==> src/logic/mppt_pkg.sv <==
// Package: register map and field layout of the microcontroller pin takeover
package mppt_pkg;
  // Register addresses on the microcontroller memory bus
  localparam logic [15:0] ADDR_STATUS  = 16'h7F3A;
  localparam logic [15:0] ADDR_CONTROL = 16'h7F3B;
  localparam logic [15:0] ADDR_DATA    = 16'h7F3C;
  // Reset values
  localparam logic [7:0]  RST_STATUS   = 8'h00;
  localparam logic [7:0]  RST_CONTROL  = 8'h00;
  localparam logic [7:0]  RST_DATA     = 8'h00;
  // Status field positions
  localparam int ST_OWNER   = 0;
  localparam int ST_FAULT   = 3;
  localparam int ST_SELECT  = 4;
  localparam int ST_PAPER   = 5;
  localparam int ST_ACK     = 6;
  localparam int ST_BUSY    = 7;
  // Control field positions
  localparam int CT_STROBE  = 0;
  localparam int CT_LINEFD  = 1;
  localparam int CT_INIT    = 2;
  localparam int CT_SELIN   = 3;
  localparam int CT_DIR     = 5;
  // Control bits that hold storage (others read zero)
  localparam logic [7:0]  CT_MASK      = 8'h2F;
endpackage : mppt_pkg

==> src/logic/mppt_top.sv <==
// Pin multiplexer letting the microcontroller take over the parallel port
`timescale 1ns/1ps
`default_nettype none
module mppt_top (
  // Clock and reset
  input  wire logic       CLK_I,
  input  wire logic       NRST_I,
  // Microcontroller memory bus
  input  wire logic [15:0] ADDR_I,
  input  wire logic       WR_I,
  input  wire logic       RD_I,
  input  wire logic [7:0] WDATA_I,
  output logic      [7:0] RDATA_O,
  // Host-side port logic
  input  wire logic       HOST_STROBE_I,
  input  wire logic       HOST_LINEFD_I,
  input  wire logic       HOST_INIT_I,
  input  wire logic       HOST_SELIN_I,
  input  wire logic [7:0] HOST_DATA_I,
  input  wire logic       HOST_DATA_OE_I,
  output logic      [7:0] HOST_DATA_O,
  output logic      [4:0] HOST_STATUS_O,
  // Parallel port pins
  input  wire logic       BUSY_I,
  input  wire logic       ACK_I,
  input  wire logic       PAPER_I,
  input  wire logic       SELECT_I,
  input  wire logic       FAULT_I,
  output logic            STROBE_O,
  output logic            LINEFD_O,
  output logic            INIT_O,
  output logic            SELIN_O,
  input  wire logic [7:0] PDATA_I,
  output logic      [7:0] PDATA_O,
  output logic            PDATA_OE_O
);

  logic       port_owner_select; // 1: host owns pins, 0: microcontroller
  logic [7:0] ctl;               // Control register storage
  logic [7:0] dat;               // Data register storage
  logic [4:0] st_s1, st_s2, st_s3; // Status pin synchronisers
  logic [7:0] pd_s1, pd_s2, pd_s3; // Data pin synchronisers
  logic [4:0] st_live;           // Settled status pins {busy,ack,pe,sel,flt}
  logic [7:0] pd_live;           // Settled data pins
  logic       mcu_owns;          // Microcontroller has the pins
  logic       data_drive;        // Microcontroller drives data pins
  logic [7:0] next_rdata;        // Read mux result

  assign mcu_owns   = ~port_owner_select;
  assign data_drive = mcu_owns & ~ctl[mppt_pkg::CT_DIR];

  // Pin inputs: three stages, a change counts once stages two and three agree
  always_ff @(posedge CLK_I) begin
    if (!NRST_I) begin
      st_s1 <= 5'h00;
      st_s2 <= 5'h00;
      st_s3 <= 5'h00;
      pd_s1 <= 8'h00;
      pd_s2 <= 8'h00;
      pd_s3 <= 8'h00;
    end else begin
      st_s1 <= {BUSY_I, ACK_I, PAPER_I, SELECT_I, FAULT_I};
      st_s2 <= st_s1;
      st_s3 <= st_s2;
      pd_s1 <= PDATA_I;
      pd_s2 <= pd_s1;
      pd_s3 <= pd_s2;
    end
  end

  // Filtered levels, updated bit by bit when the last two stages agree
  always_ff @(posedge CLK_I) begin
    if (!NRST_I) begin
      st_live <= 5'h00;
      pd_live <= 8'h00;
    end else begin
      for (int i = 0; i < 5; i++) begin
        if (st_s2[i] == st_s3[i]) st_live[i] <= st_s3[i];
      end
      for (int i = 0; i < 8; i++) begin
        if (pd_s2[i] == pd_s3[i]) pd_live[i] <= pd_s3[i];
      end
    end
  end

  // Owner select, only writable status bit
  always_ff @(posedge CLK_I) begin
    if (!NRST_I) begin
      port_owner_select <= mppt_pkg::RST_STATUS[mppt_pkg::ST_OWNER];
    end else if (WR_I && ADDR_I == mppt_pkg::ADDR_STATUS) begin
      port_owner_select <= WDATA_I[mppt_pkg::ST_OWNER];
    end
  end

  // Control register; unused bits never stored so they read zero
  always_ff @(posedge CLK_I) begin
    if (!NRST_I) begin
      ctl <= mppt_pkg::RST_CONTROL;
    end else if (WR_I && ADDR_I == mppt_pkg::ADDR_CONTROL) begin
      ctl <= WDATA_I & mppt_pkg::CT_MASK;
    end
  end

  // Data register, written value drives the pins while the microcontroller owns them and CT_DIR is clear
  always_ff @(posedge CLK_I) begin
    if (!NRST_I) begin
      dat <= mppt_pkg::RST_DATA;
    end else if (WR_I && ADDR_I == mppt_pkg::ADDR_DATA) begin
      dat <= WDATA_I;
    end
  end

  // Read mux
  always_comb begin
    next_rdata = 8'h00;
    unique case (ADDR_I)
      mppt_pkg::ADDR_STATUS: begin
        next_rdata[mppt_pkg::ST_BUSY]   = ~st_live[4];
        next_rdata[mppt_pkg::ST_ACK]    = st_live[3];
        next_rdata[mppt_pkg::ST_PAPER]  = st_live[2];
        next_rdata[mppt_pkg::ST_SELECT] = st_live[1];
        next_rdata[mppt_pkg::ST_FAULT]  = st_live[0];
        next_rdata[mppt_pkg::ST_OWNER]  = port_owner_select;
      end
      mppt_pkg::ADDR_CONTROL: next_rdata = ctl;
      mppt_pkg::ADDR_DATA: begin
        // Live pins while owned; otherwise the stored value
        next_rdata = mcu_owns ? pd_live : dat;
      end
      default: next_rdata = 8'h00;
    endcase
  end

  // Read data registered: valid the cycle after RD_I
  always_ff @(posedge CLK_I) begin
    if (!NRST_I) RDATA_O <= 8'h00;
    else if (RD_I) RDATA_O <= next_rdata;
  end

  // Output multiplexer between host logic and registers
  always_comb begin
    if (mcu_owns) begin
      STROBE_O   = ~ctl[mppt_pkg::CT_STROBE];
      LINEFD_O   = ~ctl[mppt_pkg::CT_LINEFD];
      SELIN_O    = ~ctl[mppt_pkg::CT_SELIN];
      INIT_O     = ctl[mppt_pkg::CT_INIT];
      PDATA_O    = dat;
      PDATA_OE_O = data_drive;
    end else begin
      STROBE_O   = HOST_STROBE_I;
      LINEFD_O   = HOST_LINEFD_I;
      SELIN_O    = HOST_SELIN_I;
      INIT_O     = HOST_INIT_I;
      PDATA_O    = HOST_DATA_I;
      PDATA_OE_O = HOST_DATA_OE_I;
    end
  end

  // Host sees pin levels only when it owns the port
  assign HOST_DATA_O   = port_owner_select ? pd_live : 8'h00;
  assign HOST_STATUS_O = port_owner_select ? st_live : 5'h00;
endmodule : mppt_top
`default_nettype wire

==> config.mk <==
export PLATFORM = sky130hd
export DESIGN_NAME = mppt_top
export DESIGN_NICKNAME = d
export VERILOG_FILES = /design/src/logic/mppt_pkg.sv /design/src/logic/mppt_top.sv
export SDC_FILE = /design/constraint.sdc
export NUM_CORES = 1
export LEC_CHECK = 0
export BUFFER_PORTS_ARGS = -buffer_cell sky130_fd_sc_hd__buf_4
export CELL_PAD_IN_SITES_DETAIL_PLACEMENT = 1
export CELL_PAD_IN_SITES_GLOBAL_PLACEMENT = 1
export CORE_ASPECT_RATIO = 1.25
export CORE_MARGIN = 2
export CORE_UTILIZATION = 34
export DETAILED_ROUTE_END_ITERATION = 10
export PLACE_DENSITY = 0.78
export SYNTH_ARGS = -nofsm -noshare
export SYNTH_HDL_FRONTEND = slang
export SYNTH_SLANG_ARGS = --single-unit
==> constraint.sdc <==
create_clock -name CLK_I -period 1.5 [get_ports CLK_I]
set_input_delay 0.375 -clock CLK_I [delete_from_list [all_inputs] [get_ports CLK_I]]
set_output_delay 0.375 -clock CLK_I [all_outputs]
set_load 0.005 [all_outputs]
Word-level counts from Yosys, hierarchy flattened:

Index checks and enable logic that the tools add are counted.

* mux-type cells: 12
* eq/ne operators: 16
* bitwise logic cells: 7
* reductions and logical operators: 3

Operators with widths (count)
* $eq 16x15->1 const B: 3
* $mux 8: 3
* $pmux 5 s3: 1
* $eq 1x1->1: 13
* $not 1->1: 6
* $mux 1: 5
* $mux 5: 1
* $pmux 2 s2: 1
* $logic_and 1x1->1: 3
* $pmux 1 s3: 1
* $and 1x1->1: 1

* input port bits: 54
* register bits: 74
* word-level logic and storage cells: 61
* output and inout bits: 34

Logic depth before layout (Yosys ltp):

Gate-level depths: netlist of run 1.

* depth after elaboration: 3
* depth in mapped cells: 5
* depth with buffers taken out: 4

Worst setup path before layout of run 1:

OpenSTA, ideal clock, no wires.

* path type: input -> register
* from: input ADDR_I[15]
* to: register port_owner_select
* arrival: 1375 ps
* required time: 1368 ps
* setup time: 132 ps
* stages on the path: 5
* setup slack: -8 ps
* buffers on the path: 1
* cells stage by stage: nand4b_1 > or4_4 > buf_6 > o21ai_1 > a21oi_1

* cells in the longest elaborated chain, start to end: 2

Ends and longest elaborated chain
* from (decl): line mppt_top.sv:9 `input wire logic [15:0] ADDR_I,`
* $eq 16x15->1: line mppt_top.sv:90 `end else if (WR_I && ADDR_I == mppt_pkg::ADDR_STATUS) begin`
* $logic_and 1x1->1: line mppt_top.sv:90
* to (signal assigned): line mppt_top.sv:89 `port_owner_select <= mppt_pkg::RST_STATUS[mppt_pkg::ST_OWNER];`
* to (signal assigned): line mppt_top.sv:91 `port_owner_select <= WDATA_I[mppt_pkg::ST_OWNER];`
* to (decl): line mppt_top.sv:38 `logic port_owner_select;`

No other way between the ends.
A chain may end at the register's enable or synchronous reset.

Worst setup path in the final report of run 1:

* from: register port_owner_select
* to: output PDATA_O[7]

* cells in the longest elaborated chain, start to end: 1

Ends and longest elaborated chain
* $mux 8: line mppt_top.sv:142 `if (mcu_owns) begin`
* to (decl): line mppt_top.sv:34 `output logic [7:0] PDATA_O,`

No other way between the ends.

==> results of run 1 <==
-- sequential cells by signal, indices dropped and copies added, names as in the netlist --
signal,flops
pd_s2,8
ctl,5
st_s2,5
RDATA_O,8
pd_live,8
pd_s1,8
st_s1,5
pd_s3,8
dat,8
port_owner_select,1
st_live,5
st_s3,5
-- through the flow --
step / power, µW / hold WS [ns] / setup WS (ns) / std cells
after floorplan: 2170 / 0.412 / -0.00769 / 305
after global placement: 2320 / 0.413 / -0.140 / 487
after detailed placement: 2330 / 0.421 / -0.227 / 487
after CTS: 3970 / 0.212 / -0.176 / 507
after global routing: 4090 / 0.211 / -0.196 / 507
final: 3940 / 0.228 / -0.163 / 507
-- kinds of logic after synthesis --
kind of cell    count (synthesis)
flops                          74
compound gates                 68
mux                            21
simple gates                  120
buf+inv                        22
-- repair_timing --
action                                  CTS  global route
buffers inserted                          4             0
gates resized for setup                  52             3
endpoints found under the setup margin   28            29
pin swaps                                 2             1
-- power breakdown --
| group | internal [µW] | switching [µW] |
|---|---|---|
| logic | 147 | 114 |
| clock network | 953 | 698 |
| registers | 2010 | 16.6 |
| total | 3110 | 828 |
-- worst max-delay path: stages, from the launching register on --
cell                      delay (ns)
sky130_fd_sc_hd__dfxtp_4        0.37
sky130_fd_sc_hd__buf_12         0.13
sky130_fd_sc_hd__mux2_4         0.31
sky130_fd_sc_hd__buf_6          0.12
-- layout make-up --
| cell class | count | area, µm² |
|---|---|---|
| inverters | 3 | 11.3 |
| fillers | 937 | 4110 |
| multi-input cells | 209 | 1440 |
| flip-flops and latches | 74 | 1490 |
| clock buffers | 15 | 186 |
| repair buffers | 108 | 902 |
| well taps | 97 | 121 |
| clock inverters | 1 | 30.0 |
-- layer usage --
metal / vias to the layer above / wire [µm]
li1: 1264 / -
met1: 1225 / 3130
met2: 80 / 4240
met3: 22 / 516
met4: 0 / 358
met5: - / 0
-- cells in the final DEF (no fill, tap or decap), types with 2 or more instances in the layout --
cell type / instances
sky130_fd_sc_hd__a22oi_2: 2
sky130_fd_sc_hd__a32oi_1: 2
sky130_fd_sc_hd__and2_4: 8
sky130_fd_sc_hd__a31oi_1: 2
sky130_fd_sc_hd__dfxtp_1: 73
sky130_fd_sc_hd__clkbuf_1: 2
sky130_fd_sc_hd__a22o_1: 5
sky130_fd_sc_hd__clkbuf_8: 13
sky130_fd_sc_hd__and2_1: 43
sky130_fd_sc_hd__mux2_4: 11
sky130_fd_sc_hd__o21ai_1: 13
sky130_fd_sc_hd__nand4b_1: 2
sky130_fd_sc_hd__nand4_1: 12
sky130_fd_sc_hd__nand2_1: 31
sky130_fd_sc_hd__o21ai_2: 2
sky130_fd_sc_hd__mux2_2: 5
sky130_fd_sc_hd__nand2b_1: 3
sky130_fd_sc_hd__buf_8: 2
sky130_fd_sc_hd__nand4_2: 2
sky130_fd_sc_hd__a21oi_1: 25
sky130_fd_sc_hd__o21ai_0: 15
sky130_fd_sc_hd__nand3_1: 6
sky130_fd_sc_hd__nand2_2: 2
sky130_fd_sc_hd__mux2i_1: 5
sky130_fd_sc_hd__buf_4: 88
sky130_fd_sc_hd__buf_6: 17
-- path summary, 6_finish.rpt --
kind                      from    endpoint  slack, ns
max          port_owner_select  PDATA_O[7]      -0.16
min                   SELECT_I    st_s1[1]       0.23
max reg2reg  port_owner_select  RDATA_O[5]      -0.02
min reg2reg           st_s1[3]    st_s2[3]       0.43
==> results.md, run 1 <==
Timing:
- The worst path uses 111% of the clock period.
- The total count of hold-check failures in the final report was 0.
- Setup repair after global routing could not meet its margin everywhere.
- Setup violations remaining at the end of the flow were counted as 27.
- The relative slew slack is 78.3%.
- Once routing completed, OpenROAD measured the worst setup slack at -0.163 ns.
- The number of slew-limit violations in the final report is 0.
- The top achievable clock speed is 601 MHz.
- Clock skew on the completed layout was measured at 0.00964 ns.
- The time the final worst path needs with I/O delays and setup is around 1.7 ns.
- The pin slew with the least headroom to its limit is 0.325 ns.
- After routing, the total negative slack on setup checks comes to -3.37 ns.

GRT:
- After global routing, the most crowded layer is met2.
- The via count of the first global-routing pass was 2,682.
- The global routing met2 resource utilization is 32.7%.
- Global routing consumed, on the met1 layer, 18.0% of the routing resources.
- The met3 track demand over resource in global routing is roughly 5.4%.
- The number of antenna violations at the first check in global routing came to 0.
- The remaining global-route overflow is 0.
- For this run, the total global-route usage over all layers was measured as ~18%.
- The largest net degree at the start of global routing is 26.
- The first-pass GRT wire length is 12.9 mm.

Synthesis:
- By area the synthesized netlist is led by sky130_fd_sc_hd__dfxtp_1, sky130_fd_sc_hd__and2_1, sky130_fd_sc_hd__mux2_2.
- The synthesized design devotes to its leading area cell type a little over 50% of total area.
- The combinational family with the most area after synthesis is simple AND/OR/NAND/NOR gates.
- The cell count after synthesis is 305.
- Sequential cells were found to cover 50.6% of the synthesized design area.
- The share of synthesized flip-flops with an asynchronous set or reset is 0%.
- The main flop type after synthesis is sky130_fd_sc_hd__dfxtp_1.
- After synthesis, the share of cell area in mux cells is 7.86%.
- The compound-gate portion of the synthesized area is 12.9%.
- The library cell with the largest summed area after synthesis is sky130_fd_sc_hd__dfxtp_1.
- For this run, the number of Yosys warnings is 0.
- Yosys mapped a number of flops with a built-in enable equal to 0.
- The net count after synthesis is around 360.
- In this run, synthesis produced a sequential element count of 74.
- The unique cell type count in the Yosys netlist is 35.
- The simple-gate share of the synthesized area is 25.2%.
- The commonest cells after synthesis are sky130_fd_sc_hd__dfxtp_1, sky130_fd_sc_hd__and2_1, sky130_fd_sc_hd__nand2_1.
- After Yosys synthesis, XOR and XNOR cells account for 0% of the synthesized area.
- The most repeated cell in the gate-level netlist after synthesis is sky130_fd_sc_hd__dfxtp_1.
- The mean cell area of the mapped netlist is just under 10 µm².
- The adder-cell share of the synthesized area is 0%.
- Summing every instance area after synthesis gives 2930 µm².

Clock network:
- TritonCTS built the clock tree.
- The maximum number of buffers from clock root to sink is 2.
- The library cell used as clock root buffer is sky130_fd_sc_hd__clkbuf_8.
- In this run the number of H-tree levels came out at 3.
- Clock-pin slew was measured on the worst setup and hold paths at 0.07 ns.
- The number of hold buffers added after CTS is 0.
- The clock buffer count from CTS is 9.
- For this design, the sink count on the clock tree is 74.
- The later pin in the worst-skew pair is clocked with a latency of 0.35 ns.

Finish:
- Once layout is done, the placed cells without fillers occupy 4180 µm².
- The end-of-flow core utilization is approximately half.
- Cells with a size suffix above 1 make up 39.8% of the layout.
- The growth of design area from synthesis to finish is 42.5%.
- The number of diodes added for antenna fixing is 0.
- The number of nets in the layout is 459.

Critical path:
- STA classifies the critical path startpoint as a flop.
- The critical path is of the flop to primary output type.
- The required time reported for the critical path endpoint is 1.12 ns.
- The maximum fanout along the worst path is 8.
- For the worst flop-to-flop path, the logic depth is 6.
- STA classifies the critical path endpoint as a primary output.
- The critical path arrival is 1.29 ns.

Pwr:
- Dividing total power by cell area gives a power density of roughly 940 nW/µm².
- Across the VDD grid, the largest voltage drop is 0.426 mV.
- The leakage power total is between 0.0015 and 0.002 µW.

Drt:
- For this block, the initial DRC count from the detailed router was 92.
- After detailed routing, the average wire length per cell comes to 16.2 µm.
- In the routed design, unresolved DRC markers number 0.
- After detailed routing, the number of vias per cell comes to 5.11.
- The total iterations of the first detailed-routing run is 4.
- Once detail routing completed, the nets flagged for antenna violations numbered 0.
- Detailed routing inserted a total of 2,591 vias.
- The detailed-route wire length is approximately 8.2 mm.

Hold path:
- The worst hold path passes through 2 cells.
- The worst hold path belongs to the class input port to flop.

Floorplan:
- The floorplan step defined a core boundary enclosing 8290 µm².
- The floorplan step defined a die boundary enclosing 9380 µm².
- The number of rows created at floorplan is 37.
- The chip height is 108 µm.
- Once the floorplan was initialized, standard cells occupied between 30% and 40% of the core.
- The die width is 87.0 µm.
- For this design the top-level I/O count stands at 88.

Placement:
- During placement, the flow inserted port buffers numbering between 80 and 90.
- The estimated wirelength of the detail-placed design is approximately 6 mm.
- Routability-driven placement finished with a final weighted congestion of between 0.7 and 0.8.
- After detailed placement, the total cell area comes to about 3800 µm².

Flow run:
- Max-cap violations in this run came to 0.

Run status:
- The checks that failed: setup timing.
- The flow ran to the end, but the final reports show violations.
Power figures use the tool's default switching activity.
==> run 2, diff against run 1 <==
- CTS_BUF_LIST: not set -> sky130_fd_sc_hd__clkbuf_4 sky130_fd_sc_hd__clkbuf_8 sky130_fd_sc_hd__clkbuf_16
==> run 2 against run 1 <==
Final cell count unchanged. The flow still finishes with violations (setup timing). Critical path depth unchanged. Critical endpoint unchanged. Hold slack got worse by 0.00080 ns. Sequential share of layout area down 0.064 points. Sequential power is essentially flat.
==> results.md, run 2 (synthesis results as in run 1) <==
Floorplan:
- The chip height is 108 µm (unchanged).
- The I/O pin total came to 88 (unchanged).
- The area of the die is 9380 µm² (unchanged).
- The starting density of the core is 35.4% (unchanged).
- The number of rows created at floorplan is 37 (unchanged).
- The die width was 87.0 µm (unchanged).
- The standard cell core area was 8290 µm² (unchanged).

Timing:
- The top achievable clock speed is 601 MHz (about the same).
- The number of slew-limit violations in the final report was 0 (unchanged).
- The total count of hold-check failures in the final report is 0 (unchanged).
- The relative slew slack is 78.4% (+0.12 points).
- The final number of setup-violating endpoints came to 27 (unchanged).
- The post-route fraction of the period consumed by the critical path is 111% (about the same).
- The least setup slack across all paths after layout was -0.164 ns (-0.000770 ns).
- The time the final worst path needs with I/O delays and setup was 1.66 ns (+0.000770 ns).
- The setup clock skew after layout is 0.0101 ns (+0.000486 ns).
- The pin slew with the least headroom to its limit was 0.323 ns (-0.00182 ns).
- Setup repair after global routing could not meet its margin everywhere.

Finish:
- In the layout the commonest cells are sky130_fd_sc_hd__buf_4, sky130_fd_sc_hd__dfxtp_1, sky130_fd_sc_hd__and2_1, sky130_fd_sc_hd__nand2_1, sky130_fd_sc_hd__a21oi_1.
- The most common cell after layout, fill and taps aside is sky130_fd_sc_hd__buf_4.
- From synthesis to final layout, the design area changed by 42.7%.
- The area of combinational cells with multiple inputs is 1440 µm² (unchanged).
- The count of placed standard cells in the final layout, fillers left out came to 507 (unchanged).
- The share of post-route cells with drive strength above 1 is 40.2% (+0.49 points).
- The filler cell count in the final layout is 937 (unchanged).
- The area used by sequential logic in the layout came to 1490 µm² (unchanged).
- The number of diodes added for antenna fixing is 0 (unchanged).
- The number of nets in the layout came to 459 (unchanged).

Clock network:
- The maximum number of buffers from clock root to sink is 2 (unchanged).
- The clock-pin slew on the worst setup and hold paths is 0.07 ns (about the same).
- The CTS tree is built.
- The library cell used as clock root buffer is sky130_fd_sc_hd__clkbuf_8.
- The number of clock sinks was 74 (unchanged).
- The clock buffer count from CTS is 9 (unchanged).
- The later-pin clock latency in the skew report is 0.35 ns (about the same).
- The number of levels in the clock H-tree is 3 (unchanged).

Drt:
- The via count normalized by instance count is 5.14 (+0.66%).
- The total iterations of the first detailed-routing run is 4 (unchanged).
- The number of vias after detailed routing was 2,608 (+0.66%).
- The detailed-route wire length is 8.28 mm (+0.49%).
- The detailed-route DRC error count came to 0 (unchanged).
- The number of DRC violations after detailed-routing iteration 0 came to 107 (+16%).
- The number of nets with antenna violations after detailed routing is 0 (unchanged).
- The detailed-route wire length per cell came to 16.3 µm (+0.49%).

GRT:
- The number of antenna violations at the first check in global routing is 0 (unchanged).
- The first-pass GRT wire length is 13.0 mm (+0.70%).
- The overall routing resource usage is 18.4% (+0.14 points).
- The remaining global-route overflow is 0 (unchanged).
- The largest net degree at the start of global routing is 26 (unchanged).
- The via count of the first global-routing pass is 2,689 (+0.26%).

Hold path:
- The worst min-delay path category is input port to flop.
- In this run the most critical hold path is launched from SELECT_I.

Pwr:
- The sequential cell fraction of total power is 51.0% (-0.4 points).
- The leakage power total came to 0.00176 µW (+0.39%).
- The peak supply drop is 0.427 mV (+0.22%).
- The switching power share of the total is 20.9% (-0.17 points).
- The cell-internal power was 3140 µW (+1.2%).
- The part of the power in the clock network is 42.5% (+0.6 points).
- The power spent charging and discharging nets was 829 µW (+0.11%).
- The combinational cell fraction of total power was 6.6% (about the same).
- The power per standard cell area came to 950 nW/µm² (+0.76%).

Critical path:
- The critical path arrival came to 1.29 ns (about the same).
- The critical path starts at port_owner_select.
- The maximum fanout along the worst path is 8 (unchanged).
- The critical path start-end classification is flop to primary output.
- The required time reported for the critical path endpoint is 1.12 ns (about the same).
- The worst register-to-register path begins at port_owner_select.
- STA classifies the critical path endpoint as a primary output.
- The critical path startpoint category is a flop.

Placement:
- The global placer's final weighted congestion was 0.789 (unchanged).
- The number of port buffers was 87 (unchanged).
- The post-placement worst setup slack is -0.227 ns (unchanged).
- The number of placed instances, taps included is 487 (unchanged).
- The estimated wirelength of the detail-placed design is 6.07 mm (unchanged).

Flow run:
- The max-cap check violation count was 0 (unchanged).

Run status:
- The checks that failed: setup timing.
- The run finished, with violations left.
run 2: cell counts in the layout (fill, tap and decap cells not counted):
Identical to the previous run, type by type.
run 2: worst max-delay path: stages (launching register included):
cell and delay [ns]:
sky130_fd_sc_hd__dfxtp_4 0.37, sky130_fd_sc_hd__buf_12 0.13, sky130_fd_sc_hd__mux2_4 0.31, sky130_fd_sc_hd__buf_6 0.12
run 2: final cells by class:
cell class / instances / share of cell area (%)
sequential: 74 / 35.5
multi-input combinational: 209 / 34.4
timing repair buffer: 108 / 21.6
clock buffer: 15 / 4.64
tap: 97 / 2.90
clock inverter: 1 / 0.718
inverter: 3 / 0.269
run 2: final timing paths:
kind / to / slack (ns) / depth (start not counted)
max: PDATA_O[7] / -0.16 / 3
min: st_s1[1] / 0.23 / 2
max reg2reg: RDATA_O[5] / -0.02 / 6
min reg2reg: st_s2[3] / 0.43 / 1
run 2: stage by stage:
stage / util, % / hold slack [ns] / TNS, ns / power (µW) / instance area (µm²)
floorplan: - / 0.412 / -0.0259 / 2170 / 2930
global placement: 45.3 / 0.413 / -1.73 / 2320 / 3750
detailed placement: 45.3 / 0.421 / -2.47 / 2330 / 3750
CTS: 50.4 / 0.212 / -3.74 / 4010 / 4170
global route: 50.5 / 0.205 / -4.47 / 4130 / 4180
finish: 50.5 / 0.227 / -3.35 / 3970 / 4180
run 2: layer usage:
metal	wire length, µm	track usage [%]	share of wire (%)	up-vias
met4	357	12.1	4.3	0
met1	3110	18.3	38	1233
met2	4280	32.6	52	88
li1	-	-	-	1263
met5	0	0	0	-
met3	530	5.37	6.4	24
run 2: what timing repair did:
item / 4_1_cts / 5_1_grt
hold endpoints to repair: 0 / 0
pin swaps: 2 / 1
setup buffers: 4 / 0
hold buffers: 0 / 0
endpoints found under the setup margin: 28 / 29
resized for setup: 52 / 3
run 2: power groups by stage:
stage / clock (µW) / sequential (µW) / combinational [µW]
2_1_floorplan: 0 / 2070 / 99.0
3_3_place_gp: 0 / 2070 / 253
3_5_place_dp: 0 / 2070 / 260
4_1_cts: 1720 / 2020 / 263
5_1_grt: 1820 / 2030 / 283
6_report: 1690 / 2020 / 262
==> run 3, diff against run 2 <==
- PLACE_DENSITY: 0.78 -> 0.72
==> run 3 against run 2 <==
The run still ends with setup timing left. Sequential share of layout area fell by 0.16 points. Die area did not move. Sequential power hardly changed. Clock skew down 0.0039 ns. Fmax is 1.8% lower. Critical path depth is the same. Sequential cell count is the same. Routed wire length increased by 0.66%. Critical path type unchanged. Largest cell class unchanged.
==> results.md, run 3 (synthesis results as in run 1) <==
Finish:
- The share of post-route cells with drive strength above 1 is 41.0% (+0.78 points).
- The number of nets in the layout is 461 (+0.44%).
- The most common cell after layout, fill and taps aside is sky130_fd_sc_hd__buf_4.
- The area of combinational cells with multiple inputs was 1440 µm² (about the same).
- The area used by sequential logic in the layout is 1490 µm² (unchanged).
- The growth of design area from synthesis to finish is 43.4%.
- The filler cell count in the final layout came to 932 (-0.53%).
- The top cell types in the final layout, fill and taps aside, are sky130_fd_sc_hd__buf_4, sky130_fd_sc_hd__dfxtp_1, sky130_fd_sc_hd__and2_1, sky130_fd_sc_hd__nand2_1, sky130_fd_sc_hd__a21oi_1.
- The number of diodes added for antenna fixing is 0 (unchanged).
- The end-of-flow core utilization is 50.7% (+0.23 points).

Floorplan:
- The chip height is 108 µm (unchanged).
- The standard cell core area came to 8290 µm² (unchanged).
- The area of the die is 9380 µm² (unchanged).
- The die width is 87.0 µm (unchanged).
- The number of rows created at floorplan is 37 (unchanged).
- The starting density of the core is 35.4% (unchanged).
- The I/O pin total is 88 (unchanged).

Placement:
- The global placer's final weighted congestion was 0.780 (-1.2%).
- The number of port buffers was 87 (unchanged).
- The estimated wirelength of the detail-placed design came to 6.06 mm (-0.16%).

Critical path:
- The required time reported for the critical path endpoint was 1.12 ns (about the same).
- The critical path arrival is 1.32 ns (+0.03 ns).
- By startpoint and endpoint, the worst setup path is classified as flop to primary output.
- The maximum fanout along the worst path is 6 (-2).
- The slowest stage of the critical path is the sky130_fd_sc_hd__dfxtp_4 cell.
- STA classifies the critical path startpoint as a flop.
- The highest cell delay on the worst timing path is 0.40 ns (+0.03 ns).
- Walking the worst path, the cells encountered are buf_6 -> mux2_4 -> buf_6.
- In this run the worst setup path begins at port_owner_select.
- The cell occurring most often along the worst timing path is sky130_fd_sc_hd__buf_6.
- The kind of capture point of the worst setup path is a primary output.
- The startpoint of the worst-slack reg-to-reg timing path is port_owner_select.

Clock network:
- The number of clock sinks came to 74 (unchanged).
- The clock-pin slew on the worst setup and hold paths is 0.07 ns (about the same).
- The maximum number of buffers from clock root to sink is 2 (unchanged).
- The number of levels in the clock H-tree came to 3 (unchanged).
- The later-pin clock latency in the skew report is 0.35 ns (about the same).
- The number of hold buffers added after CTS is 0 (unchanged).
- The library cell used as clock root buffer is sky130_fd_sc_hd__clkbuf_8.
- The clock buffer count from CTS is 9 (unchanged).
- TritonCTS built the clock tree.

Timing:
- The number of slew-limit violations in the final report is 0 (unchanged).
- The accumulated negative setup slack was -3.41 ns (-0.0622 ns).
- The least setup slack across all paths after layout came to -0.194 ns (-0.0298 ns).
- The time the final worst path needs with I/O delays and setup is 1.69 ns (+0.0298 ns).
- The top achievable clock speed came to 590 MHz (-1.8%).
- The post-route fraction of the period consumed by the critical path is 113% (+2.0 points).
- The final number of setup-violating endpoints is 25 (-7.4%).
- The total count of hold-check failures in the final report is 0 (unchanged).
- Setup repair after global routing could not meet its margin everywhere.
- The pin slew with the least headroom to its limit is 0.299 ns (-0.0237 ns).
- The setup clock skew after layout is 0.00619 ns (-0.00393 ns).
- The relative slew slack is 80.0% (+1.6 points).

Drt:
- The number of DRC violations after detailed-routing iteration 0 was 92 (-14%).
- The via count normalized by instance count is 5.11 (-0.58%).
- The wire length on met1 is 3.39 mm (+8.9%).
- The highest metal layer used by the detailed router is met4.
- The wire length on met2 was 4.35 mm (+1.7%).
- The number of nets with antenna violations after detailed routing is 0 (unchanged).
- The detailed-route wire length per cell is 16.4 µm (+0.27%).
- The number of vias after detailed routing is 2,603 (-0.19%).
- The met3 wire length is 450 µm (-15%).
- The detailed-route wire length is 8.33 mm (+0.66%).
- The detailed-route DRC error count is 0 (unchanged).
- The total iterations of the first detailed-routing run came to 4 (unchanged).

Run status:
- The run finished, with violations left.
- The final reports fail on setup timing.

GRT:
- The via count of the first global-routing pass is 2,753 (+2.4%).
- The overall routing resource usage came to 18.8% (+0.40 points).
- The first-pass GRT wire length came to 13.4 mm (+2.5%).
- The number of antenna violations at the first check in global routing is 0 (unchanged).
- The largest net degree at the start of global routing is 26 (unchanged).
- The remaining global-route overflow was 0 (unchanged).

Pwr:
- The sequential cell fraction of total power was 54.8% (+3.8 points).
- The leakage power total is 0.00176 µW (+0.13%).
- The peak supply drop is 0.589 mV (+38%).
- The part of the power in the clock network is 38.2% (-4.3 points).
- The power spent charging and discharging nets is 824 µW (-0.62%).
- The combinational cell fraction of total power is 7.0% (+0.4 points).
- The cell-internal power is 2870 µW (-8.6%).
- The switching power share of the total came to 22.3% (+1.4 points).
- The power per standard cell area is 880 nW/µm² (-7.4%).

Hold path:
- The startpoint of the most critical hold path is PDATA_I[2].
- The worst min-delay path category is input port to flop.

Flow run:
- The max-cap check violation count is 0 (unchanged).
run 3: cell types whose count changed in the layout (fill, tap and decap cells not counted), moves of 3 or more:
cell and change:
sky130_fd_sc_hd__and2_1 -4, sky130_fd_sc_hd__clkbuf_8 -3, sky130_fd_sc_hd__buf_4 -7, sky130_fd_sc_hd__buf_6 +7
sky130_fd_sc_hd__and2_4 +4
run 3: per-layer routing:
layer	GRT usage [%]	vias up
li1	-	1261
met4	7.03	0
met1	20.9	1258
met3	5.14	11
met2	33.6	73
met5	0	-
run 3: power groups by stage:
stage / clock network, µW / logic, µW / registers (µW)
5_1_grt: 1540 / 286 / 2030
3_5_place_dp: 0 / 260 / 2070
2_1_floorplan: 0 / 99.0 / 2070
3_3_place_gp: 0 / 254 / 2070
4_1_cts: 1460 / 263 / 2030
6_report: 1410 / 260 / 2030
run 3: worst paths after layout:
kind	slack (ns)	depth (start not counted)	end
max	-0.19	3	INIT_O
min	0.23	2	pd_s1[2]
max reg2reg	0.02	6	RDATA_O[5]
min reg2reg	0.44	1	pd_s2[4]
run 3: layout make-up:
| class | count | area share, % |
|---|---|---|
| flip-flops and latches | 74 | 35.3 |
| multi-input cells | 209 | 34.3 |
| repair buffers | 110 | 22.9 |
| clock buffers | 14 | 3.99 |
| well taps | 97 | 2.89 |
| clock inverters | 2 | 0.298 |
| inverters | 3 | 0.268 |
run 3: critical path: cells and delay by family, from the launching register on:
| family | cells | cell delay (ns) |
|---|---|---|
| multiplexers | 1 | 0.31 |
| buffers and inverters | 2 | 0.27 |
| flip-flops | 1 | 0.40 |
run 3: stage by stage:
step | cells | power [µW] | setup WS, ns | instance area (µm²) | hold WS (ns)
6_report | 509 | 3700 | -0.194 | 4200 | 0.227
3_3_place_gp | 486 | 2320 | -0.149 | 3750 | 0.413
2_1_floorplan | 305 | 2170 | -0.00769 | 2930 | 0.412
4_1_cts | 509 | 3750 | -0.207 | 4190 | 0.214
5_1_grt | 509 | 3850 | -0.226 | 4200 | 0.212
3_5_place_dp | 486 | 2330 | -0.216 | 3750 | 0.420
run 3: timing repair:
action	in CTS	in global routing
setup endpoints to repair	29	30
pin swaps	4	0
gates resized for setup	64	2
setup buffers	7	0
hold endpoints to repair	0	0
